==> src/hw/sst_pkg.sv <==
package sst_pkg;

  // ==========================================================================
  // Framing bytes and packet identities
  // ==========================================================================
  localparam logic [7:0]  SST_DLE        = 8'h10;
  localparam logic [7:0]  SST_ETX        = 8'h03;
  localparam logic [7:0]  SST_ID_SLOT    = 8'hA0;
  localparam logic [7:0]  SST_SUB_SLOT   = 8'h01;
  localparam logic [7:0]  SST_ID_TIME    = 8'hA1;
  localparam logic [7:0]  SST_SUB_TIME   = 8'h00;
  localparam logic [7:0]  SST_MODE_QUERY = 8'h00;
  localparam logic [7:0]  SST_MODE_SET   = 8'h01;
  localparam logic [7:0]  SST_MODE_RESP  = 8'h02;
  localparam logic [7:0]  SST_ST_RESTART = 8'h00;
  localparam logic [7:0]  SST_ST_LATEST  = 8'h01;

  // ==========================================================================
  // Length fields: mode plus data plus checksum
  // ==========================================================================
  localparam logic [15:0] SST_LEN_SLOT_CMD = 16'h000A;
  localparam logic [15:0] SST_LEN_TIME_QRY = 16'h0002;
  localparam logic [15:0] SST_LEN_SLOT_RSP = 16'h0003;
  localparam logic [15:0] SST_LEN_TIME_RSP = 16'h0018;

  // ==========================================================================
  // Byte positions within transmitted frames
  // ==========================================================================
  localparam logic [4:0]  SST_POS_LENL   = 5'h04;
  localparam logic [4:0]  SST_POS_STATUS = 5'h06;
  localparam logic [4:0]  SST_POS_TBASE  = 5'h13;
  localparam logic [4:0]  SST_POS_PBASE  = 5'h14;
  localparam logic [4:0]  SST_POS_QERR   = 5'h18;
  localparam logic [4:0]  SST_CK_SLOT    = 5'h07;
  localparam logic [4:0]  SST_CK_TIME    = 5'h1C;
  localparam logic [4:0]  SST_BODY_LAST  = 5'h1B;
  localparam int          SST_BODY_BYTES = 28;
  localparam logic [2:0]  SST_CONS_MAX   = 3'h4;

  // ==========================================================================
  // Buffering
  // ==========================================================================
  localparam int          SST_FIFO_W     = 8;
  localparam int          SST_FIFO_D     = 4;

  // ==========================================================================
  // Types
  // ==========================================================================
  typedef struct packed {
    logic [2:0] cons;
    logic       utc;
  } sst_base_t;

  typedef struct packed {
    logic [31:0] time_of_week;
    logic [15:0] week;
    logic [7:0]  hour;
    logic [7:0]  minute;
    logic [7:0]  second;
    logic [7:0]  month;
    logic [7:0]  day;
    logic [15:0] year;
    sst_base_t   time_base;
    sst_base_t   pps_base;
    logic        utc_valid;
    logic        time_valid;
    logic [15:0] utc_offset;
    logic [31:0] qerr;
  } sst_time_t;

  typedef enum logic [1:0] {SST_TX_NONE, SST_TX_SLOT, SST_TX_TIME} sst_kind_t;

  typedef enum logic [2:0] {
    SST_R_IDLE, SST_R_ID, SST_R_SUB, SST_R_LENH, SST_R_LENL, SST_R_BODY, SST_R_DLE, SST_R_ETX
  } sst_rx_t;

endpackage : sst_pkg

==> src/hw/sst_core.sv <==
`timescale 1ns/1ps
`default_nettype none
module sst_core (
  // Clock and reset
  input  wire logic              I_CORE_CLK,
  input  wire logic              I_RST_B,
  // Byte stream from host
  input  wire logic [7:0]        I_RX_DATA,
  input  wire logic              I_RX_VALID,
  output logic                   O_RX_ERROR,
  // Byte stream to host
  output logic [7:0]             O_TX_DATA,
  output logic                   O_TX_VALID,
  input  wire logic              I_TX_READY,
  // Timing sources
  input  wire logic              I_PPS,
  input  wire sst_pkg::sst_time_t I_TIME,
  input  wire logic              I_QERR_PRESENT,
  input  wire logic              I_AUTO_EN,
  // Firmware slot control
  input  wire logic              I_NEWEST_RUNNING,
  output logic                   O_RESTART,
  output logic                   O_BOOT_SLOT
);
  import sst_pkg::*;

  // ==========================================================================
  // Pulse input synchroniser
  // ==========================================================================
  logic [2:0] pps_sync;
  logic       pps_level;
  wire        pps_agree = (pps_sync[1] == pps_sync[2]);
  wire        pps_rise  = pps_agree && pps_sync[1] && !pps_level;

  always_ff @(posedge I_CORE_CLK or negedge I_RST_B) begin
    if (!I_RST_B) begin
      pps_sync  <= 3'h0;
      pps_level <= 1'b0;
    end else begin
      pps_sync  <= {pps_sync[1:0], I_PPS};
      pps_level <= pps_agree ? pps_sync[1] : pps_level;
    end
  end

  // ==========================================================================
  // Receive parser
  // ==========================================================================
  sst_rx_t     rx_st;
  sst_rx_t     next_rx_st;
  logic [7:0]  rx_id;
  logic [7:0]  rx_sub;
  logic [7:0]  rx_lenh;
  logic [15:0] rx_len;
  logic [15:0] rx_left;
  logic [7:0]  rx_mode;
  logic        rx_first;
  logic [7:0]  rx_xor;

  wire       is_dle   = (I_RX_DATA == SST_DLE);
  wire       body_end = (rx_left == 16'h0001);
  wire       ck_good  = (rx_xor == 8'h00);
  wire       frame_ok = I_RX_VALID && (rx_st == SST_R_ETX) && (I_RX_DATA == SST_ETX) && ck_good;
  wire       frame_bad = I_RX_VALID && (rx_st == SST_R_ETX) && !frame_ok;
  wire       cmd_slot = frame_ok && (rx_id == SST_ID_SLOT) && (rx_sub == SST_SUB_SLOT) &&
                        (rx_len == SST_LEN_SLOT_CMD) && (rx_mode == SST_MODE_SET);
  wire       cmd_time = frame_ok && (rx_id == SST_ID_TIME) && (rx_sub == SST_SUB_TIME) &&
                        (rx_len == SST_LEN_TIME_QRY) && (rx_mode == SST_MODE_QUERY);
  wire       dle_miss = I_RX_VALID && (rx_st == SST_R_DLE) && !is_dle;
  wire       len_zero = I_RX_VALID && (rx_st == SST_R_LENL) && ({rx_lenh, I_RX_DATA} == 16'h0000);

  always_comb begin
    next_rx_st = rx_st;
    if (I_RX_VALID) begin
      case (rx_st)
        SST_R_IDLE: next_rx_st = is_dle ? SST_R_ID : SST_R_IDLE;
        SST_R_ID:   next_rx_st = SST_R_SUB;
        SST_R_SUB:  next_rx_st = SST_R_LENH;
        SST_R_LENH: next_rx_st = SST_R_LENL;
        SST_R_LENL: next_rx_st = len_zero ? SST_R_IDLE : SST_R_BODY;
        SST_R_BODY: next_rx_st = body_end ? SST_R_DLE : SST_R_BODY;
        SST_R_DLE:  next_rx_st = is_dle ? SST_R_ETX : SST_R_IDLE;
        SST_R_ETX:  next_rx_st = SST_R_IDLE;
        default:    next_rx_st = SST_R_IDLE;
      endcase
    end
  end

  always_ff @(posedge I_CORE_CLK or negedge I_RST_B) begin
    if (!I_RST_B) begin
      rx_st      <= SST_R_IDLE;
      rx_id      <= 8'h00;
      rx_sub     <= 8'h00;
      rx_lenh    <= 8'h00;
      rx_len     <= 16'h0000;
      rx_left    <= 16'h0000;
      rx_mode    <= 8'h00;
      rx_first   <= 1'b0;
      rx_xor     <= 8'h00;
      O_RX_ERROR <= 1'b0;
    end else begin
      rx_st      <= next_rx_st;
      O_RX_ERROR <= frame_bad || dle_miss || len_zero;
      if (I_RX_VALID) begin
        if (rx_st == SST_R_IDLE) begin
          rx_xor <= 8'h00;
        end else if (rx_st != SST_R_DLE && rx_st != SST_R_ETX) begin
          rx_xor <= rx_xor ^ I_RX_DATA;
        end
        if (rx_st == SST_R_ID) begin
          rx_id <= I_RX_DATA;
        end
        if (rx_st == SST_R_SUB) begin
          rx_sub <= I_RX_DATA;
        end
        if (rx_st == SST_R_LENH) begin
          rx_lenh <= I_RX_DATA;
        end
        if (rx_st == SST_R_LENL) begin
          rx_len   <= {rx_lenh, I_RX_DATA};
          rx_left  <= {rx_lenh, I_RX_DATA};
          rx_first <= 1'b1;
        end
        if (rx_st == SST_R_BODY) begin
          rx_left  <= rx_left - 16'h0001;
          rx_first <= 1'b0;
          if (rx_first) begin
            rx_mode <= I_RX_DATA;
          end
        end
      end
    end
  end

  // ==========================================================================
  // Request bookkeeping
  // ==========================================================================
  sst_kind_t   tx_kind;
  logic [4:0]  tx_idx;
  logic [7:0]  tx_ck;
  logic        slot_pend;
  logic        qry_pend;
  logic        time_pend;
  logic        restart_arm;
  logic        latest;
  sst_time_t   snap;
  logic        snap_qerr;
  logic        fifo_ready;

  wire tx_idle    = (tx_kind == SST_TX_NONE);
  wire want_time  = pps_rise && (I_AUTO_EN || qry_pend);
  wire start_slot = tx_idle && slot_pend && !restart_arm;
  wire start_time = tx_idle && !start_slot && time_pend;
  wire ck_pos_is  = (tx_kind == SST_TX_TIME) ? (tx_idx == SST_CK_TIME) : (tx_idx == SST_CK_SLOT);
  wire [4:0] ck_pos = (tx_kind == SST_TX_TIME) ? SST_CK_TIME : SST_CK_SLOT;
  wire tx_push    = !tx_idle && fifo_ready;
  wire tx_last    = tx_push && (tx_idx == 5'(ck_pos + 5'h02));

  always_ff @(posedge I_CORE_CLK or negedge I_RST_B) begin
    if (!I_RST_B) begin
      slot_pend <= 1'b0;
      qry_pend  <= 1'b0;
      time_pend <= 1'b0;
      latest    <= 1'b0;
    end else begin
      // New requests win over the clear in the same cycle.
      slot_pend <= cmd_slot || (slot_pend && !start_slot);
      qry_pend  <= cmd_time || (qry_pend && !pps_rise);
      time_pend <= want_time || (time_pend && !start_time);
      if (start_slot) begin
        latest <= I_NEWEST_RUNNING;
      end
    end
  end

  // The snapshot is frozen while a report is leaving so its bytes stay coherent.
  always_ff @(posedge I_CORE_CLK or negedge I_RST_B) begin
    if (!I_RST_B) begin
      snap      <= '0;
      snap_qerr <= 1'b0;
    end else if (want_time && tx_kind != SST_TX_TIME) begin
      snap      <= I_TIME;
      snap_qerr <= I_QERR_PRESENT;
    end
  end

  // ==========================================================================
  // Frame builder
  // ==========================================================================
  function automatic logic [7:0] sst_base_byte(input sst_base_t b);
    logic [2:0] c;
    c = (b.cons > SST_CONS_MAX) ? SST_CONS_MAX : b.cons;
    return {4'h0, b.utc, c};
  endfunction : sst_base_byte

  wire [7:0]  slot_status = latest ? SST_ST_LATEST : SST_ST_RESTART;
  wire [31:0] qerr_out    = snap_qerr ? snap.qerr : 32'h0000_0000;
  wire [SST_BODY_BYTES-1:0][7:0] time_body = {
    SST_DLE, SST_ID_TIME, SST_SUB_TIME, SST_LEN_TIME_RSP, SST_MODE_RESP,
    snap.time_of_week, snap.week, snap.hour, snap.minute, snap.second,
    snap.month, snap.day, snap.year,
    sst_base_byte(snap.time_base), sst_base_byte(snap.pps_base),
    6'h00, snap.time_valid, snap.utc_valid,
    snap.utc_offset,
    qerr_out};
  wire [SST_BODY_BYTES-1:0][7:0] slot_body = {
    SST_DLE, SST_ID_SLOT, SST_SUB_SLOT, SST_LEN_SLOT_RSP, SST_MODE_RESP, slot_status,
    168'h0};
  wire [SST_BODY_BYTES-1:0][7:0] body = (tx_kind == SST_TX_TIME) ? time_body : slot_body;
  wire [7:0] body_byte = body[5'(SST_BODY_LAST - tx_idx)];
  wire [7:0] tx_byte   = ck_pos_is ? tx_ck :
                         (tx_idx == 5'(ck_pos + 5'h01)) ? SST_DLE :
                         (tx_idx == 5'(ck_pos + 5'h02)) ? SST_ETX : body_byte;

  always_ff @(posedge I_CORE_CLK or negedge I_RST_B) begin
    if (!I_RST_B) begin
      tx_kind <= SST_TX_NONE;
      tx_idx  <= 5'h00;
      tx_ck   <= 8'h00;
    end else if (tx_idle) begin
      tx_idx  <= 5'h00;
      tx_ck   <= 8'h00;
      tx_kind <= start_slot ? SST_TX_SLOT : (start_time ? SST_TX_TIME : SST_TX_NONE);
    end else if (tx_push) begin
      tx_idx  <= tx_idx + 5'h01;
      if (tx_idx != 5'h00 && tx_idx < ck_pos) begin
        tx_ck <= tx_ck ^ body_byte;
      end
      if (tx_last) begin
        tx_kind <= SST_TX_NONE;
      end
    end
  end

  // ==========================================================================
  // Slot switch and restart
  // ==========================================================================
  // Restart waits until the reply has fully drained so the host sees the status.
  wire restart_go = restart_arm && !O_TX_VALID;

  always_ff @(posedge I_CORE_CLK or negedge I_RST_B) begin
    if (!I_RST_B) begin
      restart_arm <= 1'b0;
      O_RESTART   <= 1'b0;
      O_BOOT_SLOT <= 1'b0;
    end else begin
      O_RESTART <= restart_go;
      if (tx_last && tx_kind == SST_TX_SLOT && !latest) begin
        restart_arm <= 1'b1;
      end else if (restart_go) begin
        restart_arm <= 1'b0;
      end
      if (restart_go) begin
        O_BOOT_SLOT <= !O_BOOT_SLOT;
      end
    end
  end

  // ==========================================================================
  // Output buffer
  // ==========================================================================
  sst_fifo #(
    .W (SST_FIFO_W),
    .D (SST_FIFO_D)
  ) u_fifo (
    .i_clk   (I_CORE_CLK),
    .i_rst_b (I_RST_B),
    .i_data  (tx_byte),
    .i_valid (!tx_idle),
    .o_ready (fifo_ready),
    .o_data  (O_TX_DATA),
    .o_valid (O_TX_VALID),
    .i_ready (I_TX_READY)
  );
endmodule : sst_core
`default_nettype wire

==> src/hw/sst_fifo.sv <==
`timescale 1ns/1ps
`default_nettype none
module sst_fifo #(
  parameter int W = 8,
  parameter int D = 4
) (
  // Clock and reset
  input  wire logic         i_clk,
  input  wire logic         i_rst_b,
  // Fill side
  input  wire logic [W-1:0] i_data,
  input  wire logic         i_valid,
  output logic              o_ready,
  // Drain side
  output logic [W-1:0]      o_data,
  output logic              o_valid,
  input  wire logic         i_ready
);
  localparam int AW = $clog2(D);

  logic [W-1:0] mem [0:D-1];
  logic [AW:0]  wptr;
  logic [AW:0]  rptr;
  wire          full  = (wptr[AW] != rptr[AW]) && (wptr[AW-1:0] == rptr[AW-1:0]);
  wire          empty = (wptr == rptr);
  wire          push  = i_valid && !full;
  wire          pop   = i_ready && !empty;

  assign o_ready = !full;
  assign o_valid = !empty;
  assign o_data  = mem[rptr[AW-1:0]];

  always_ff @(posedge i_clk) begin
    if (push) begin
      mem[wptr[AW-1:0]] <= i_data;
    end
  end

  always_ff @(posedge i_clk or negedge i_rst_b) begin
    if (!i_rst_b) begin
      wptr <= '0;
      rptr <= '0;
    end else begin
      wptr <= wptr + (AW+1)'(push);
      rptr <= rptr + (AW+1)'(pop);
    end
  end
endmodule : sst_fifo
`default_nettype wire

==> config.mk <==
export PLATFORM = sky130hd
export DESIGN_NAME = sst_core
export DESIGN_NICKNAME = d
export VERILOG_FILES = /design/src/hw/sst_pkg.sv /design/src/hw/sst_core.sv /design/src/hw/sst_fifo.sv
export SDC_FILE = /design/constraint.sdc
export NUM_CORES = 1
export LEC_CHECK = 0
export ABC_AREA = 1
export BUFFER_PORTS_ARGS = -buffer_cell sky130_fd_sc_hd__buf_2
export CORE_MARGIN = 5
export CORE_UTILIZATION = 25
export DETAILED_ROUTE_END_ITERATION = 10
export SLEW_MARGIN = 20
export SYNTH_ARGS = -nofsm -noshare
export SYNTH_HDL_FRONTEND = slang
export SYNTH_HIERARCHICAL = 1
export SYNTH_SLANG_ARGS = --single-unit
==> constraint.sdc <==
create_clock -name I_CORE_CLK -period 5.9 [get_ports I_CORE_CLK]
set_input_delay 0.295 -clock I_CORE_CLK [delete_from_list [all_inputs] [get_ports I_CORE_CLK]]
set_output_delay 0.295 -clock I_CORE_CLK [all_outputs]
set_load 0.1 [all_outputs]
---- Word level (Yosys, flattened, before mapping) ----
Memory sizes are Yosys's and may differ from the RTL's.
Index checks and enable logic that the tools add are counted.
storage, ports and cells
  bits in registers ....................... 272
  RAM bits ................................ 32
  bits of input ports ..................... 178
  output and inout port bits .............. 12
  memories kept ........................... 1
memories
  memory      words  width  rd ports  clocked after Yosys merged registers in  wr ports  RTL line        text
  u_fifo.mem  4      8      1         0                                        1         sst_fifo.sv:21  logic [W-1:0] mem [0:D-1];
operators by class
  add/sub/neg operators ................... 7
  order comparisons ....................... 4
  equality and inequality tests ........... 29
  muxes and demuxes ....................... 37
  bitwise operators ....................... 2
  reduce and logical (&&, ||, !) cells .... 76
operator list
  kind                                                                  count
  209-bit two-way mux                                                   1
  8-bit two-way mux                                                     9
  8-bit binary-select mux with 5-bit select                             1
  1-bit logical AND                                                     36
  16-bit two-way mux                                                    2
  32-bit two-way mux                                                    1
  8-bit zero test                                                       3
  3-bit case mux with 8 select lines                                    1
  16-bit by 1-bit == test with 1-bit output, second input constant      1
  16-bit by 2-bit == test with 1-bit output, second input constant      1
  16-bit by 4-bit == test with 1-bit output, second input constant      1
  8-bit by 1-bit == test with 1-bit output, second input constant       2
  8-bit == test, second input constant                                  2
  16-bit zero test                                                      1
  2-bit AND reduction                                                   8
  16-bit by 1-bit subtractor with 16-bit output, second input constant  1
  8-bit bitwise XOR                                                     2
  5-bit two-way mux                                                     3
  3-bit == test, second input constant                                  4
  1-bit zero test                                                       12
  2-bit two-way mux                                                     6
  3-bit two-way mux                                                     4
  2-bit nonzero test                                                    6
  5-bit by 1-bit adder with 5-bit output, second input constant         2
  other kinds (27)                                                      45

---- Depth between registers and ports, before layout ----
  word-level depth ........................ 9
  gate-level depth with buffers ........... 15
  gate-level depth less buffers ........... 14

---- Cells and area by module ----
The synthesis kept the hierarchy.
modules (own cells, without submodules)
  module    times used  cells each  area an instance (µm²)  seq. area each (µm²)
  sst_core  1           1421        13032.5                 6656.4
  sst_fifo  1           118         1582.8                  1111.1

---- Least setup slack after synthesis ----
Ideal clock, no wire load.
  path kind ............................... reg-to-output
  from .................................... reg u_fifo.rptr[0]
  to ...................................... out O_TX_DATA[0]
  arrival time ............................ 2.233 ns
  setup slack ............................. 3.372 ns
  cell stages (with the launch flop) ...... 6
  path buffers ............................ 2
  cell sequence ........................... dfrtp_1 > buf_6 > inv_4 > buf_6 > o21ai_1 > o22ai_1
between the ends
  cells in the longest elaborated chain, start to end .. 1
ends and longest elaborated chain
  element                   RTL line        text
  start: declaration        sst_fifo.sv:23  logic [AW:0] rptr;
  start signal: assignment  sst_fifo.sv:45  rptr <= rptr + (AW+1)'(pop);
  memory 4 x 8 bit          --
  end: declaration          sst_core.sv:12  output logic [7:0] O_TX_DATA,
No other way between the ends.

---- Worst setup path after layout ----
  from .................................... reg tx_idx[2]
  to ...................................... mem u_fifo.mem[0][4], data pin
between the ends
  cells in the longest elaborated chain, start to end .. 6
ends and longest elaborated chain
  element                                    RTL line         text
  start: declaration                         sst_core.sv:138  logic [4:0] tx_idx;
  start signal: assignment                   sst_core.sv:224  tx_idx <= tx_idx + 5'h01;
  5-bit subtractor                           sst_core.sv:209  wire [7:0] body_byte = body[5'(SST_BODY_LAST - tx_idx)];
  8-bit binary-select mux with 5-bit select  sst_core.sv:209
  8-bit two-way mux (not written as such)    sst_core.sv:209
  8-bit two-way mux                          sst_core.sv:212  (tx_idx == 5'(ck_pos + 5'h02)) ? SST_ETX : body_byte;
  8-bit two-way mux                          sst_core.sv:211  (tx_idx == 5'(ck_pos + 5'h01)) ? SST_DLE :
  8-bit two-way mux *                        sst_core.sv:210  wire [7:0] tx_byte = ck_pos_is ? tx_ck :
  named net tx_byte[4]                       sst_core.sv:210
  end: declaration                           sst_fifo.sv:21
Mark *: on every way through the listed nets, which the timed path passes. The rest lies on a longest branch. The select of a mux whose other input is x is not followed.

==> run_results.csv <==
group,metric,value,unit
worst_setup_path,cpMaxStageDelayCell,"ha_1",
global_routing,track_usage,14.01,%
clock_tree,cts_resized,0,
die,ios,190,
cells_and_area,fin_nets,2028,
hold_path,hold_path.startpoint,"I_TIME[125]",
hold_path,worstHoldEndpoint,"snap[125]",
clock_tree,root_buffer,"clkbuf_16",
outcome,outcome,"completed",
synth,synth-edff-count,32,
synth,yosysSeqAreaShare,53.15,%
job,drv_cap,0,
hold_path,min_path_type,"in -> reg",
place,io_buffers,189,
die,die_area,63400,µm²
global_routing,grt_overflow_total,0,
synth,synth_nets,1733,
timing,worst_pin_slew,1054,ps
worst_setup_path,cpMostUsedCell,"nand2_1",
power,total_power,10.15,mW
synth,synth_ff_type,"dfrtp_1",
clock_tree,numCtsBuffers,36,
synth,synthMostInstantiatedCell,"nand2_1",
clock_tree,cts_sinks,304,
worst_setup_path,worst-setup-path-type,"reg -> reg",
synth,synth_area_leaders,"dfrtp_1, mux2_2, nand2_1",
timing,min_period,3827,ps
timing,timing.setup.tns,0,ps
global_routing,grt_pass1_wl,70.15,mm
synth,syn_area_per_cell,9.497,µm²
worst_setup_path,r2r_start,"tx_idx[2]",
timing,drv_slew,0,
drt,avgRoutedWirePerCell,17.41,µm
drt,ant_nets,0,
timing,fmax,261.3,MHz
die,rows,88,
die,fp.dieW,251.8,µm
drt,drc,0,
timing,relSlewSlack,29.45,%
clock_tree,htree_levels,2,
synth,yosysTopAreaCellShare,46.57,%
synth,synth.distinct_cells,44,
worst_setup_path,reg2reg_setup_slack,2070,ps
power,peakVddDrop,0.3846,mV
power,p_leak,8.503,nW
timing,hold_violations,0,
drt,vias,12220,
synth,synth_area,14620,µm²
synth,synth_top_area_cell,"dfrtp_1",
worst_setup_path,critPathMaxFanout,16,
worst_setup_path,r2r_end,"u_fifo/mem[0][4]",
global_routing,grt_max_degree,181,
clock_tree,cts_hold_buffers,128,
worst_setup_path,required,6240,ps
place,dp_hpwl,32.41,mm
synth,ys_ff_latch,304,
die,initial_utilization,25.28,%
worst_setup_path,worstPathCellList,"inv_1 > ha_1 > inv_1 > nand2_1 > a21oi_1 > nand3_1 > nand2_1 > inv_1 > nand3_1 > nand2_1 > nand2_1 > a21oi_1",
cells_and_area,drive_gt1_share,23.60,%
drt,totalWireLength,45.71,mm
timing,fin_skew,28.16,ps
clock_tree,postCtsSetupBuffers,0,
drt,drt_pass1_iterations,5,
synth,syn_inst,1539,
worst_setup_path,worstPathArrival,4160,ps
global_routing,grt_antenna_before_repair,3,
timing,finalCritPeriodShare,64.86,%
place,place_congestion,0.8316,
clock_tree,path_clk_slew,60,ps
die,die_y,251.8,µm
clock_tree,cts_buffer_depth,3,
worst_setup_path,endpoint_kind,"flop",
worst_setup_path,max_stage_delay,770,ps
synth,synth_warnings,6,
global_routing,grt_pass1_vias,12130,
die,core-area,57810,µm²
synth,async_reset_ff_share,89.47,%
clock_tree,cts_tree,"yes",
timing,setup_viol,0,
timing,rsz0062_at_grt,"false",
drt,drt_iter0_markers,922,
power,powerDensity,540.2,nW/µm²
synth,synth_common_cells,"nand2_1, dfrtp_1, mux2_2, nor2_1, nand3_1",
clock_tree,clkLatencyLatePin,560,ps
cells_and_area,synthToLayoutAreaGrowth,28.56,%
drt,via_per_inst,4.655,
hold_path,whs_path_depth,2,
worst_setup_path,worstRegToRegCells,12,
worst_setup_path,start_kind,"flop",
==> worst max-delay path: cells and delay by family (launching register included) <==
family | cells | cell delay [ps]
AND/OR/NAND/NOR | 6 | 910
buffers and inverters | 3 | 840
adder cells (fa/ha/maj) | 1 | 770
flip-flops | 1 | 730
AO/OA/AOI/OAI | 2 | 340
==> layout make-up <==
cell class / count / area, µm²
clock inverters: 15 / 222.7
repair buffers: 325 / 2335
flip-flops and latches: 304 / 7769
clock buffers: 49 / 1020
fillers: 5923 / 39020
diodes: 1 / 2.502
multi-input cells: 1058 / 6067
inverters: 109 / 416.7
well taps: 765 / 957.2
==> registers in the layout, indices dropped and copies added, names as in the netlist, 2 cells and up <==
name and count:
rx_mode 8, rx_xor 8, tx_ck 8, tx_kind 2, rx_sub 8, snap 162, rx_left 16, u_fifo/mem 32
rx_st 3, u_fifo/rptr 3, rx_id 8, pps_sync 3, rx_len 16, tx_idx 5, u_fifo/wptr 3, rx_lenh 8
==> through the flow <==
| step | std cells | instance area (µm²) | utilization [%] | hold slack, ps | setup slack (ps) |
|---|---|---|---|---|---|
| final | 2626 | 18790 | 32.50 | 12.37 | 2073 |
| after global routing | 2626 | 18790 | 32.50 | 1.870 | 1728 |
| after CTS | 2622 | 18740 | 32.42 | 0.06389 | 2045 |
| after detailed placement | 2430 | 16220 | 28.05 | 344.3 | 2097 |
| after global placement | 2430 | 16220 | 28.05 | 337.9 | 2156 |
| after floorplan | 1539 | 14620 | - | -0.5911 | 3372 |
==> routing by layer <==
metal | share of wire, % | track usage, %
met1 | 44 | 19.23
met2 | 47 | 22.32
met3 | 6.2 | 2.845
met4 | 3.0 | 4.513
met5 | 0.055 | 0
==> how the worst max path moves through the flow <==
| stage | slack [ps] | start | end |
|---|---|---|---|
| after floorplan | 3370 | u_fifo/rptr[0] | O_TX_DATA[0] |
| after global placement | 2160 | tx_idx[2] | u_fifo/mem[0][4] |
| after detailed placement | 2100 | tx_idx[2] | u_fifo/mem[2][4] |
| after CTS | 2040 | tx_idx[2] | u_fifo/mem[0][4] |
| after global routing | 1730 | tx_idx[2] | u_fifo/mem[0][4] |
| final | 2070 | tx_idx[2] | u_fifo/mem[0][4] |
==> report_power, final <==
part	internal, mW	leakage, nW	total (mW)	switching [mW]
Combinational	1.34	4.30	3.94	2.60
Clock	1.40	0.597	2.33	0.931
Sequential	3.17	3.60	3.88	0.709
==> placed cells by master (no fill, tap or decap), types with 4 or more instances in the layout <==
cell	count
mux2_2	148
clkbuf_8	7
clkbuf_16	36
nor2_1	132
inv_2	7
edfxtp_1	32
buf_2	188
nand4_1	31
o22ai_1	11
nand2_2	4
nand2_4	5
bufinv_16	4
o211ai_1	5
o21ai_1	7
nor3_1	11
dlygate4sd3_1	130
xor2_1	8
o21ai_0	111
dfrtp_1	271
a31oi_1	6
buf_4	4
ha_1	16
nor2_2	8
nand2_1	327
inv_1	98
nand3_1	120
clkbuf_1	6
a21oi_1	76
nor4_1	11
==> cell families (layout without fill, tap and decap cells) <==
family | after synthesis | count (layout) | synth area share (%)
AOI/OAI and AO/OA | 225 | 225 | 8.184
xor gates and xnor gates | 8 | 8 | 0.4794
adders and majority gates | 16 | 16 | 1.370
buffers and inverters | 177 | 498 | 5.436
DFF | 304 | 304 | 53.15
muxes | 148 | 148 | 11.40
other | 0 | 1 | 0
and+or+nand+nor | 661 | 661 | 19.98
Power figures use the tool's default switching activity.
